File: src/inc/iit_pkg.sv
package iit_pkg;
    // Register byte addresses on the controller's Avalon-MM slave
    localparam logic [3:0] ADDR_CTRL = 4'h0;
    localparam logic [3:0] ADDR_START = 4'h4;
    localparam logic [3:0] ADDR_END = 4'h8;
    localparam logic [3:0] ADDR_STATUS = 4'hc;
    // Control word layout
    localparam int CTL_RUN = 0;
    localparam int CTL_DIR = 1;
    localparam int CTL_RELOAD = 2;
    localparam int CTL_CONT = 3;
    localparam int CTL_OE = 4;
    localparam int CTL_PRE_LSB = 8;
    localparam int PRE_W = 4;
    localparam int CNT_W = 16;
    localparam int CTL_W = 12;
    localparam logic [CTL_W-1:0] CTL_RESET = 12'h000;
    localparam logic [CNT_W-1:0] CNT_RESET = 16'h0000;
    // Status word layout
    localparam int STS_MATCH = 0;
    localparam int STS_TRIG = 1;
    localparam int STS_RUN = 2;
    localparam int STS_CNT_LSB = 16;
    // Shortest count period is 2^PRE_MIN_EXP clocks
    localparam int PRE_MIN_EXP = 2;
    localparam int PRE_DIV_W = PRE_MIN_EXP + (1 << PRE_W);
    // Trigger pulse width in CPU clocks
    localparam int TRIG_CYCLES = 12;
    localparam logic [3:0] TRIG_CNT_INIT = 4'(TRIG_CYCLES);
    localparam int PERIPH_BIT = 10;
endpackage

File: src/inc/iit_if.sv
`timescale 1ns/1ps
`default_nettype none
interface iit_if;
    logic [iit_pkg::CTL_W-1:0] ctrl;
    logic [iit_pkg::CNT_W-1:0] start_val;
    logic [iit_pkg::CNT_W-1:0] end_val;
    logic [iit_pkg::CNT_W-1:0] count_val;
    logic match;
    logic trig_o;
    logic trig_oe;
    logic ext_periph_enable;
    logic [15:0] periph_enable_reg;
    modport device (
        input ctrl, start_val, end_val, ext_periph_enable, periph_enable_reg,
        output count_val, match, trig_o, trig_oe
    );
    modport host (
        output ctrl, start_val, end_val, ext_periph_enable, periph_enable_reg,
        input count_val, match, trig_o, trig_oe
    );
endinterface
`default_nettype wire

File: src/iit_timer.sv
// Implementation choices: the address map and the Avalon-MM slave port.
`timescale 1ns/1ps
`default_nettype none
module iit_timer (
    input wire logic clk_in,
    input wire logic rstn_in,
    iit_if.device link,
    output logic [iit_pkg::CNT_W-1:0] count_value_reg_out,
    output logic injection_trigger_out
);
    localparam int DW = iit_pkg::PRE_DIV_W;
    localparam int CW = iit_pkg::CNT_W;
    localparam int PW = iit_pkg::PRE_W;
    localparam logic [CW-1:0] CNT_ONE = CW'(1);
    localparam logic [3:0] PULSE_ONE = 4'h1;
    localparam logic [3:0] PULSE_IDLE = 4'h0;

    // Run phases; a stop-mode match parks in HOLD so the trigger fires once
    typedef enum logic [3:0] {
        ST_IDLE = 4'h1,
        ST_LOAD = 4'h2,
        ST_COUNT = 4'h4,
        ST_HOLD = 4'h8
    } iit_state_t;

    iit_state_t state_r;
    iit_state_t state_nxt;
    logic [DW-1:0] div_r;
    logic [DW-1:0] div_nxt;
    logic [DW-1:0] div_mask;
    logic [CW-1:0] cnt_r;
    logic [CW-1:0] cnt_nxt;
    logic [3:0] pulse_r;
    logic [3:0] pulse_nxt;
    logic trig_r;
    logic trig_nxt;
    logic match_r;
    logic oe_r;

    // Control word fields
    wire logic [iit_pkg::CTL_W-1:0] ctl = link.ctrl;
    wire logic run = ctl[iit_pkg::CTL_RUN];
    wire logic dir_up = ctl[iit_pkg::CTL_DIR];
    wire logic reload = ctl[iit_pkg::CTL_RELOAD];
    wire logic cont = ctl[iit_pkg::CTL_CONT];
    wire logic oe = ctl[iit_pkg::CTL_OE];
    wire logic [PW-1:0] pre = ctl[iit_pkg::CTL_PRE_LSB +: PW];

    // Both system enables gate the prescaler, hence every counter update
    wire logic periph_bit = link.periph_enable_reg[iit_pkg::PERIPH_BIT];
    wire logic enabled = link.ext_periph_enable && periph_bit;
    wire logic active = enabled && run;

    // Low prescaler bits all set gives one tick every 2^(pre+2) clocks
    genvar gi;
    generate
        for (gi = 0; gi < DW; gi++) begin : g_mask
            assign div_mask[gi] = (gi < (int'(pre) + iit_pkg::PRE_MIN_EXP));
        end
    endgenerate

    wire logic tick = active && ((div_r & div_mask) == div_mask);
    wire logic at_end = (cnt_r == link.end_val);
    wire logic [CW-1:0] cnt_up = cnt_r + CNT_ONE;
    wire logic [CW-1:0] cnt_down = cnt_r - CNT_ONE;
    wire logic [CW-1:0] cnt_step = dir_up ? cnt_up : cnt_down;
    // A start on the wrong side would meet the end value only after wrapping, so it parks
    wire logic start_above = (link.start_val > link.end_val);
    wire logic start_below = (link.start_val < link.end_val);
    wire logic wrong_start = dir_up ? start_above : start_below;
    wire logic in_count = (state_r == ST_COUNT);
    wire logic loaded = (state_r == ST_COUNT) || (state_r == ST_HOLD);
    wire logic end_tick = tick && in_count && at_end;
    wire logic do_trig = end_tick && oe;

    assign div_nxt = active ? div_r + DW'(1) : '0;

    always_comb begin
        state_nxt = state_r;
        unique case (state_r)
            ST_IDLE: begin
                if (run) begin
                    state_nxt = ST_LOAD;
                end
            end
            ST_LOAD: begin
                if (tick) begin
                    state_nxt = wrong_start ? ST_HOLD : ST_COUNT;
                end
            end
            ST_COUNT: begin
                if (end_tick && !cont) begin
                    state_nxt = ST_HOLD;
                end
            end
            ST_HOLD: begin
                state_nxt = ST_HOLD;
            end
            default: begin
                state_nxt = ST_IDLE;
            end
        endcase
        // Dropping run abandons the period; the next start reloads
        if (!run) begin
            state_nxt = ST_IDLE;
        end
    end

    always_comb begin
        cnt_nxt = cnt_r;
        unique case (state_r)
            ST_LOAD: begin
                cnt_nxt = link.start_val;
            end
            ST_COUNT: begin
                if (!at_end) begin
                    cnt_nxt = cnt_step;
                end else if (!cont) begin
                    cnt_nxt = cnt_r;
                end else if (reload) begin
                    cnt_nxt = link.start_val;
                end else begin
                    cnt_nxt = cnt_step;
                end
            end
            default: begin
                cnt_nxt = cnt_r;
            end
        endcase
    end

    // Width counted in CPU clocks, so it does not stretch with the prescaler
    always_comb begin
        pulse_nxt = pulse_r;
        trig_nxt = trig_r;
        if (do_trig) begin
            pulse_nxt = iit_pkg::TRIG_CNT_INIT - PULSE_ONE;
            trig_nxt = 1'b1;
        end else if (pulse_r != PULSE_IDLE) begin
            pulse_nxt = pulse_r - PULSE_ONE;
        end else begin
            trig_nxt = 1'b0;
        end
    end

    always_ff @(posedge clk_in or negedge rstn_in) begin
        if (!rstn_in) begin
            state_r <= ST_IDLE;
            div_r <= '0;
        end else begin
            state_r <= state_nxt;
            div_r <= div_nxt;
        end
    end

    always_ff @(posedge clk_in or negedge rstn_in) begin
        if (!rstn_in) begin
            cnt_r <= iit_pkg::CNT_RESET;
        end else if (tick) begin
            cnt_r <= cnt_nxt;
        end
    end

    always_ff @(posedge clk_in or negedge rstn_in) begin
        if (!rstn_in) begin
            pulse_r <= PULSE_IDLE;
            trig_r <= 1'b0;
        end else begin
            pulse_r <= pulse_nxt;
            trig_r <= trig_nxt;
        end
    end

    always_ff @(posedge clk_in or negedge rstn_in) begin
        if (!rstn_in) begin
            match_r <= 1'b0;
            oe_r <= 1'b0;
        end else begin
            match_r <= loaded && at_end;
            oe_r <= oe;
        end
    end

    assign link.count_val = cnt_r;
    assign link.match = match_r;
    assign link.trig_o = trig_r;
    assign link.trig_oe = oe_r;
    assign count_value_reg_out = cnt_r;
    assign injection_trigger_out = trig_r;
endmodule
`default_nettype wire

File: src/flat_wrapper.sv
// flat-port wrapper written by rule: the top's interface ports become plain ports
module iit_timer_flat 
  (clk_in, rstn_in, count_value_reg_out, injection_trigger_out, link_ctrl, link_start_val, link_end_val, link_ext_periph_enable, link_periph_enable_reg, link_count_val, link_match, link_trig_o, link_trig_oe);
  iit_if link_i ();
  input wire logic clk_in;
  input wire logic rstn_in;
  output logic [iit_pkg::CNT_W-1:0] count_value_reg_out;
  output logic injection_trigger_out;
  input wire logic [$bits(link_i.ctrl)-1:0] link_ctrl;
  input wire logic [$bits(link_i.start_val)-1:0] link_start_val;
  input wire logic [$bits(link_i.end_val)-1:0] link_end_val;
  input wire logic [$bits(link_i.ext_periph_enable)-1:0] link_ext_periph_enable;
  input wire logic [$bits(link_i.periph_enable_reg)-1:0] link_periph_enable_reg;
  output wire logic [$bits(link_i.count_val)-1:0] link_count_val;
  output wire logic [$bits(link_i.match)-1:0] link_match;
  output wire logic [$bits(link_i.trig_o)-1:0] link_trig_o;
  output wire logic [$bits(link_i.trig_oe)-1:0] link_trig_oe;
  assign link_i.ctrl = link_ctrl;
  assign link_i.start_val = link_start_val;
  assign link_i.end_val = link_end_val;
  assign link_i.ext_periph_enable = link_ext_periph_enable;
  assign link_i.periph_enable_reg = link_periph_enable_reg;
  assign link_count_val = link_i.count_val;
  assign link_match = link_i.match;
  assign link_trig_o = link_i.trig_o;
  assign link_trig_oe = link_i.trig_oe;
  iit_timer u_core (.clk_in(clk_in), .rstn_in(rstn_in), .link(link_i), .count_value_reg_out(count_value_reg_out), .injection_trigger_out(injection_trigger_out));
endmodule
File: config.mk
export PLATFORM = sky130hd
export DESIGN_NAME = iit_timer_flat
export DESIGN_NICKNAME = d
export VERILOG_FILES = /design/src/inc/iit_pkg.sv /design/src/inc/iit_if.sv /design/src/iit_timer.sv /design/src/flat_wrapper.sv
export SDC_FILE = /design/constraint.sdc
export NUM_CORES = 1
export LEC_CHECK = 0
export BUFFER_PORTS_ARGS = -buffer_cell sky130_fd_sc_hd__clkbuf_2
export CORE_MARGIN = 2
export CORE_UTILIZATION = 25
export DETAILED_ROUTE_END_ITERATION = 8
export SYNTH_ARGS = -nofsm -noshare
export SYNTH_HDL_FRONTEND = slang
export SYNTH_SLANG_ARGS = --single-unit
File: constraint.sdc
create_clock -name clk_in -period 2.4 [get_ports clk_in]
set_input_delay 0.36 -clock clk_in [delete_from_list [all_inputs] [get_ports clk_in]]
set_output_delay 0.36 -clock clk_in [all_outputs]
set_load 0.005 [all_outputs]
After elaboration in Yosys (flattened, before gate mapping). Cells that the tools add are included.

Add/sub/neg operators: 5. $lt $le $gt $ge: 20. Equal/unequal tests: 10. Mux-type cells: 16. Bitwise logic cells: 1. Reductions and logical operators: 15.

Operator list (number): $lt A5 B32 Y1 const A (8); $lt A4 B32 Y1 const A (4); $lt A3 B32 Y1 const A (2); $lt A6 B32 Y1 const A (2); $mux W16 (4); $lt A1 B32 Y1 const A (1); $lt A2 B32 Y1 const A (1); $pmux W16 S2 (1); $mux W4 (6); $add A18 B1 Y18 const B (1); $and A18 B18 Y18 (1); $eq A18 B18 Y1 (1); $mux W18 (1); $add A16 B1 Y16 const B (1); $eq A16 B16 Y1 (1); $gt A16 B16 Y1 (1); $lt A16 B16 Y1 (1); $pmux W4 S4 (1); $sub A16 B1 Y16 const B (1); $logic_and A1 B1 Y1 (8); $ne A3 B3 Y1 const B (2); $add A4 B2 Y5 const B (1); $eq A4 B1 Y1 const B (1); $eq A4 B2 Y1 const B (1); 12 further kinds (15).

Flip-flop bits (word level): 45. Bits of input ports: 63. Output and inout port bits: 36. Logic and storage cells: 74.

Longest topological paths before layout. Gate-level depths: netlist of run 1.

Depth after elaboration: 11. Depth in mapped cells: 12.

Worst setup path after synthesis of run 1. OpenSTA, ideal clock, no wires.

Kind: in2reg. Start: input port link_ctrl[9]. End: register u_core.cnt_r[15], in the netlist u_core.count_value_reg_out[15]. Library setup time: 0.120 ns. Arrival time: 2.700 ns. Data required time: 2.280 ns. Slack: -0.420 ns. Stages: 10. Buffers on the path: 1. Path through: inv_1 > ha_1 > and3b_1 > o31ai_1 > a41oi_1 > or3_1 > or4b_1 > buf_2 > o32a_1 > o211a_1.

Longest elaborated chain between the ends: 6.

Ends and longest elaborated chain: start, declared (line flat_wrapper.sv:9) `input wire logic [$bits(link_i.ctrl)-1:0] link_ctrl;`; $add A4 B2 Y5 * (line iit_timer.sv:58) `assign div_mask[gi] = (gi < (int'(pre) + iit_pkg::PRE_MIN_EXP));`; $lt A1 B32 Y1, or another cell as far along (line iit_timer.sv:58); $and A18 B18 Y18 (line iit_timer.sv:62) `wire logic tick = active && ((div_r & div_mask) == div_mask);`; $eq A18 B18 Y1 * (line iit_timer.sv:62); $logic_and A1 B1 Y1 * (line iit_timer.sv:62); $reduce_and A3 Y1 (no source line) *; end signal, assigned (line iit_timer.sv:158) `cnt_r <= iit_pkg::CNT_RESET;`; end signal, assigned (line iit_timer.sv:160) `cnt_r <= cnt_nxt;`; end, declared (line iit_timer.sv:31) `logic [CW-1:0] cnt_r;`.

Every way passes the cells marked *; elsewhere a longest branch is shown, timed or not. A chain may end at the register's enable or synchronous reset.

Final worst setup path of run 1. Ends and elaborated chain as after synthesis.

==> flow_summary.yaml, run 1 <==
worst_setup_path:
  r2r-end: "u_core.count_value_reg_out[15]$_DFFE_PN0P_"
  worstPathRequired_ps: 2580
  worst_ep_arrival_time_ps: 2680
  crit_chain: "buf_8 -> clkinvlp_4 -> ha_4 -> and3b_1 -> o31ai_2 -> a41oi_1 -> or3_4 -> or4b_4 -> buf_8 -> nor3_1 -> o211ai_1 -> o211a_1"
  reg2reg_depth: 11
  r2r_start: "u_core.count_value_reg_out[2]$_DFFE_PN0P_"
  worst_path_most_repeated_cell: "buf_8"
  cp_num_buf_inv: 3
  critical-path-max-stage-delay_ps: 540
  worstSetupEndpointType: "flip-flop"
  criticalPathCategory: "primary input to flip-flop"
  worstPathMaxFanout: 5
  crit_family: "simple AND/OR/NAND/NOR gates"
  start_kind: "primary input"
  crit_slowest_cell: "or4b_4"
  r2r_setup_slack_ps: -80
detailed_routing:
  drc: 0
  vias: 3678
  dr.first_iter.drc_count: 172
  wire_per_inst_um: 14.4
  firstDrtPassIters: 4
  ant_nets: 0
  routed_wl_um: 11100
  via_per_inst: 4.80
power_and_ir_drop:
  powerDensity_nw_per_um2: 385
  p_leak_nw: 2.51
  netSwitchingFraction_pct: 26.3
  ir_drop_v: 0.000262
  p_int_mw: 1.48
  power_mw: 2.00
  seqPwrFrac_pct: 39.0
  power_frac_comb_pct: 19.1
  clockPowerShare_pct: 41.9
  power.switching_mw: 0.527
synth:
  yosysMostFrequentCell: "dfrtp_1"
  ys_seq_area_share_pct: 30.7
  synthTopCellsByCount: "44 x dfrtp_1, 40 x a21oi_1, 39 x nand2_1"
  synth_top_area_cell: "dfrtp_1"
  ys_types: 53
  async_flop_share_pct: 100
  syn_inst: 438
  yosysTopAreaCellShare_pct: 30.0
  ys_warn_count: 0
  synth_area_leaders: "dfrtp_1 30%, ha_1 12%, xnor2_1 7.4%, a21oi_1 5.5%, o21ai_0 4.4%"
  synth.net_count: 537
  synth_flop_cell: "dfrtp_1"
  synth_edf_count: 0
  netlist_area_um2: 3670
  synth_area_per_cell_um2: 8.38
  synth-seq-cells: 45
grt:
  grt_pass1_vias: 3639
  overflow: 0
  grt_use_met3_pct: 3.08
  met2_usage_pct: 24.2
  grt_pass1_wl_um: 18000
  antenna_found_initial: 0
  grt_use_total_pct: 14.1
  grtUsageMet1_pct: 18.1
  grt_max_degree: 26
  top_usage_layer: "met2"
outcome:
  violations: "setup timing"
  outcome: "finished with violations"
layout:
  stdcell_count: 766
  drive_above_1_share_pct: 36.3
  antenna_cells: 0
  area_delta_synth_final_pct: 42.0
  n_fill_cell: 1489
  final_nets: 680
clocking:
  clk_pin_slew_ps: 70
  htreeDepth: 2
  clk_latency_ps: 290
  clock_sinks: 45
  cts.path.max_buffers: 2
  clk_root_buffer_cell: "clkbuf_16"
  cts_tree: "done"
  cts_buffers: 5
timing:
  post-route-period-util_pct: 104
  finalHoldViolCount: 0
  layout_setup_ws_ps: -96.8
  relSlewSlack_pct: 59.8
  fin_skew_ps: 8.84
  fin_crit_ps: 2500
  worst_pin_slew_ps: 603
  max_freq_mhz: 401
  setup_viol: 11
  finalMaxSlewViolations: 0
  rsz0062_at_grt: "yes"
min_path:
  hold_path_class: "primary input to async pin"
placed_design:
  placed_cells: 752
  gp_congestion: 0.858
  place_hpwl_um: 8690
  io_buffers: 80
floorplanning:
  die_area_um2: 15700
  die_h_um: 125
  io_pins: 99
  die_w_um: 125
  core_um2: 14400
  rows: 44
  start_util_pct: 25.4
flow_run:
  drv_cap: 0
-- sequential cells by signal, summed over array words and instances (netlist names) --
signal                        cells
u_core.link.trig_oe               1
u_core.injection_trigger_out      1
u_core.div_r                     18
u_core.state_r                    4
u_core.link.match                 1
u_core.count_value_reg_out       16
u_core.pulse_r                    4
-- metal layers --
| metal | up-vias | wire [um] |
|---|---|---|
| met5 | - | 0 |
| met4 | 0 | 92 |
| li1 | 1819 | - |
| met2 | 109 | 5340 |
| met3 | 6 | 679 |
| met1 | 1744 | 4950 |
-- worst max path at each step --
stage	start	endpoint	slack (ps)	cells past startpoint
detailed placement	link_ctrl[9]	u_core.count_value_reg_out[15]$_DFFE_PN0P_	-580	12
CTS	link_ctrl[9]	u_core.count_value_reg_out[3]$_DFFE_PN0P_	-140	13
global route	link_ctrl[9]	u_core.count_value_reg_out[15]$_DFFE_PN0P_	-190	12
global placement	link_ctrl[9]	u_core.count_value_reg_out[15]$_DFFE_PN0P_	-480	12
finish	link_ctrl[9]	u_core.count_value_reg_out[15]$_DFFE_PN0P_	-100	12
floorplan	link_ctrl[9]	u_core.count_value_reg_out[15]$_DFFE_PN0P_	-250	10
-- logic make-up (layout without fill, tap and decap cells) --
group	Yosys count	in the layout	synth area share, %
flops	45	45	30.7
mux	5	5	1.36
buf+inv	56	200	7.57
simple gates	148	148	20.6
fa+ha+maj	37	37	12.8
xor+xnor	44	44	10.5
compound gates	103	103	16.5
-- placed cells by master, fill, tap and decap left out, types with 4 or more instances in the layout --
cell type | netlist | final
clkbuf_2 | 0 | 79
buf_4 | 17 | 75
dfrtp_1 | 44 | 44
nor2_1 | 36 | 36
a21oi_1 | 40 | 36
ha_1 | 35 | 34
xnor2_1 | 31 | 31
nand2_1 | 39 | 29
inv_1 | 28 | 25
o21ai_0 | 32 | 17
nand3_1 | 14 | 14
xor2_1 | 13 | 13
nand4_1 | 12 | 12
o21ai_1 | 0 | 10
nor2b_1 | 6 | 6
nor3_1 | 8 | 6
nand2_2 | 0 | 6
a21o_1 | 6 | 6
clkbuf_16 | 0 | 6
or3_1 | 6 | 5
nand2b_1 | 5 | 5
mux2i_1 | 5 | 5
o21ai_2 | 0 | 5
buf_12 | 0 | 5
a21oi_2 | 0 | 4
nand2_4 | 0 | 4
-- metrics by stage --
step	TNS, ps	setup WS (ps)	utilization, %	area, um2	hold slack [ps]
after global placement	-7200	-475	33.2	4790	392
after floorplan	-1620	-255	-	3720	64.4
final	-774	-96.8	36.1	5210	68.4
after CTS	-1660	-139	35.6	5140	83.9
after global routing	-2250	-192	36.1	5210	114
after detailed placement	-9610	-584	33.2	4790	396
-- power groups by stage --
| stage | logic (mW) | clock network [mW] | registers (mW) |
|---|---|---|---|
| after CTS | 0.378 | 0.855 | 0.782 |
| after global routing | 0.426 | 0.886 | 0.785 |
| final | 0.383 | 0.839 | 0.782 |
| after floorplan | 0.188 | 0 | 0.796 |
| after detailed placement | 0.367 | 0 | 0.796 |
| after global placement | 0.356 | 0 | 0.796 |
-- cell type report --
class / instances / area, um2 / share of cell area [%]
multi-input combinational: 337 / 2420 / 46.5
timing repair buffer: 164 / 1140 / 21.9
sequential: 45 / 1130 / 21.6
tap: 184 / 230 / 4.42
clock buffer: 6 / 139 / 2.67
inverter: 28 / 113 / 2.16
clock inverter: 2 / 37.5 / 0.720
-- repair_timing --
item,in CTS,in global routing
hold endpoints to repair,0,0
hold buffers,0,0
resized for setup,25,36
buffers inserted,4,1
setup endpoints to repair,17,18
gates cloned,2,1
pin swaps,4,5
(Power assumes the default switching activity.)
==> run 2: changes to the inputs <==
--- a/config.mk
+++ b/config.mk
@@ -7,7 +7,7 @@
 export LEC_CHECK = 0
 export BUFFER_PORTS_ARGS = -buffer_cell sky130_fd_sc_hd__clkbuf_2
 export CORE_MARGIN = 2
-export CORE_UTILIZATION = 25
+export CORE_UTILIZATION = 35
 export DETAILED_ROUTE_END_ITERATION = 8
 export SYNTH_ARGS = -nofsm -noshare
 export SYNTH_HDL_FRONTEND = slang
==> run 2 against run 1 <==
The flow still finishes with violations (setup timing). Sequential power about the same. Clock skew decreased by 2.8 ps. Die area decreased by 28%. Hold slack improved by 100 ps. Final cell count decreased by 5.9%. Via count decreased by 1.5%. Maximum frequency decreased by 1.3%.
==> flow_summary.yaml, run 2 (same netlist as run 1, synthesis figures left out) <==
worst_setup_path:
  worstPathMaxFanout: 5
  worst_ep_arrival_time_ps: 2750
  r2r_setup_slack_ps: -120
  reg2reg_depth: 9
  start_kind: "primary input"
  worstPathRequired_ps: 2620
  r2r-end: "u_core.count_value_reg_out[15]$_DFFE_PN0P_"
  criticalPathCategory: "primary input to flip-flop"
  worstSetupEndpointType: "flip-flop"
  r2r_start: "u_core.div_r[12]$_DFF_PN0_"
grt:
  grt_use_total_pct: 18.6
  overflow: 0
  grt_pass1_vias: 3608
  grt_pass1_wl_um: 16900
  antenna_found_initial: 0
  grt_max_degree: 45
power_and_ir_drop:
  powerDensity_nw_per_um2: 337
  power_mw: 1.73
  ir_drop_v: 0.000214
  seqPwrFrac_pct: 45.2
  power.switching_mw: 0.548
  netSwitchingFraction_pct: 31.6
  p_leak_nw: 2.49
  power_frac_comb_pct: 23.1
  clockPowerShare_pct: 31.8
  p_int_mw: 1.19
clocking:
  clk_root_buffer_cell: "clkbuf_8"
  clock_sinks: 45
  cts_buffers: 5
  cts_tree: "done"
  clk_latency_ps: 320
  clk_pin_slew_ps: 100
  cts.path.max_buffers: 2
  htreeDepth: 2
placed_design:
  gp_congestion: 0.888
  io_buffers: 80
  place_area_um2: 4720
  preCtsSetupSlack_ps: -572
  place_hpwl_um: 7990
layout:
  final_nets: 683
  drive_above_1_share_pct: 36.6
  largest_reg_flops: 18
  design_area_um2: 5140
  most-common-layout-cells: "78 x clkbuf_2, 78 x buf_4, 43 x dfrtp_1"
  antenna_cells: 0
  regMostFlops: "u_core.div_r"
  area_delta_synth_final_pct: 40.1
detailed_routing:
  ant_nets: 0
  wire_per_inst_um: 14.3
  dr.first_iter.drc_count: 123
  routed_wl_um: 10300
  vias: 3624
  via_per_inst: 5.03
  drc: 0
  firstDrtPassIters: 4
timing:
  rsz0062_at_grt: "yes"
  finalMaxSlewViolations: 0
  relSlewSlack_pct: 70.8
  max_freq_mhz: 395
  tns_ps: -490
  post-route-period-util_pct: 105
  fin_skew_ps: 6.05
  worst_pin_slew_ps: 434
  hold_slack_ps: 170
  setup_viol: 11
  fin_crit_ps: 2530
  finalHoldViolCount: 0
  layout_setup_ws_ps: -129
flow_run:
  drv_cap: 0
floorplanning:
  core_um2: 10200
  rows: 37
  start_util_pct: 35.9
  die_w_um: 106
  die_area_um2: 11300
  io_pins: 99
  die_h_um: 106
min_path:
  hp-start: "link_ctrl[4]"
  hold_depth: 1
  hold_path_class: "primary input to flip-flop"
  min_to: "u_core.link.trig_oe$_DFF_PN0_"
outcome:
  outcome: "finished with violations"
  violations: "setup timing"
[run 2: changes by cell type in the layout (fill, tap and decap cells not counted), sizes merged]
cell	before	now
buf	84	87
inv	26	29
clkbuf	86	84
bufinv	1	0
clkinvlp	3	2
dlygate4sd3	0	1
[run 2: metal layers]
metal | wire length (um) | GRT usage [%] | vias to the layer above
met3 | 411 | 3.37 | 13
met1 | 4640 | 23.1 | 1707
met4 | 195 | 5.08 | 0
met5 | 0 | 0 | -
met2 | 5090 | 32.9 | 86
li1 | - | - | 1818
[run 2: final cells by class]
type | instances | area, um2
Clock buffer | 5 | 68.8
Clock inverter | 3 | 28.8
Fill cell | 988 | 5090
Inverter | 28 | 113
Multi-Input combinational cell | 337 | 2490
Sequential cell | 45 | 1130
Tap cell | 136 | 170
Timing Repair Buffer | 167 | 1140
[run 2: stage by stage]
stage / std cells / util, %
after CTS: 716 / 48.3
after detailed placement: 705 / 46.2
after global routing: 721 / 50.2
after floorplan: 438 / -
final: 721 / 50.2
after global placement: 705 / 46.2
[run 2: worst max-delay path, cell delays in order]
cell	delay (ps)
buf_8	100
buf_4	120
ha_2	200
xor2_4	180
o21ai_2	150
nand2_1	70
or3_4	390
or4b_4	610
buf_6	170
nor3_4	150
o211ai_1	110
o211a_1	130
[run 2: repair_timing]
| action | CTS | global route |
|---|---|---|
| hold endpoints to repair | 1 | 0 |
| buffers inserted | 2 | 4 |
| gates resized for setup | 21 | 36 |
| endpoints found under the setup margin | 16 | 17 |
| gates cloned | 0 | 1 |
| pin swaps | 3 | 11 |
| hold buffers | 1 | 0 |
[run 2: how the worst max path moves through the flow]
| stage | start | end | depth (start not counted) |
|---|---|---|---|
| 2_1_floorplan | link_ctrl[9] | u_core.count_value_reg_out[15]$_DFFE_PN0P_ | 10 |
| 3_3_place_gp | link_ctrl[9] | u_core.count_value_reg_out[15]$_DFFE_PN0P_ | 12 |
| 3_5_place_dp | link_ctrl[1] | u_core.count_value_reg_out[15]$_DFFE_PN0P_ | 13 |
| 4_1_cts | link_ctrl[9] | u_core.count_value_reg_out[15]$_DFFE_PN0P_ | 12 |
| 5_1_grt | u_core.state_r[1]$_DFFE_PN0P_ | u_core.count_value_reg_out[15]$_DFFE_PN0P_ | 9 |
| 6_report | link_ctrl[9] | u_core.count_value_reg_out[15]$_DFFE_PN0P_ | 12 |
[run 2: power by group through the flow]
| stage | combinational (mW) | sequential (mW) | clock (mW) |
|---|---|---|---|
| floorplan | 0.188 | 0.796 | 0 |
| global placement | 0.359 | 0.796 | 0 |
| detailed placement | 0.370 | 0.797 | 0 |
| CTS | 0.385 | 0.782 | 0.569 |
| global route | 0.442 | 0.784 | 0.603 |
| finish | 0.400 | 0.783 | 0.551 |
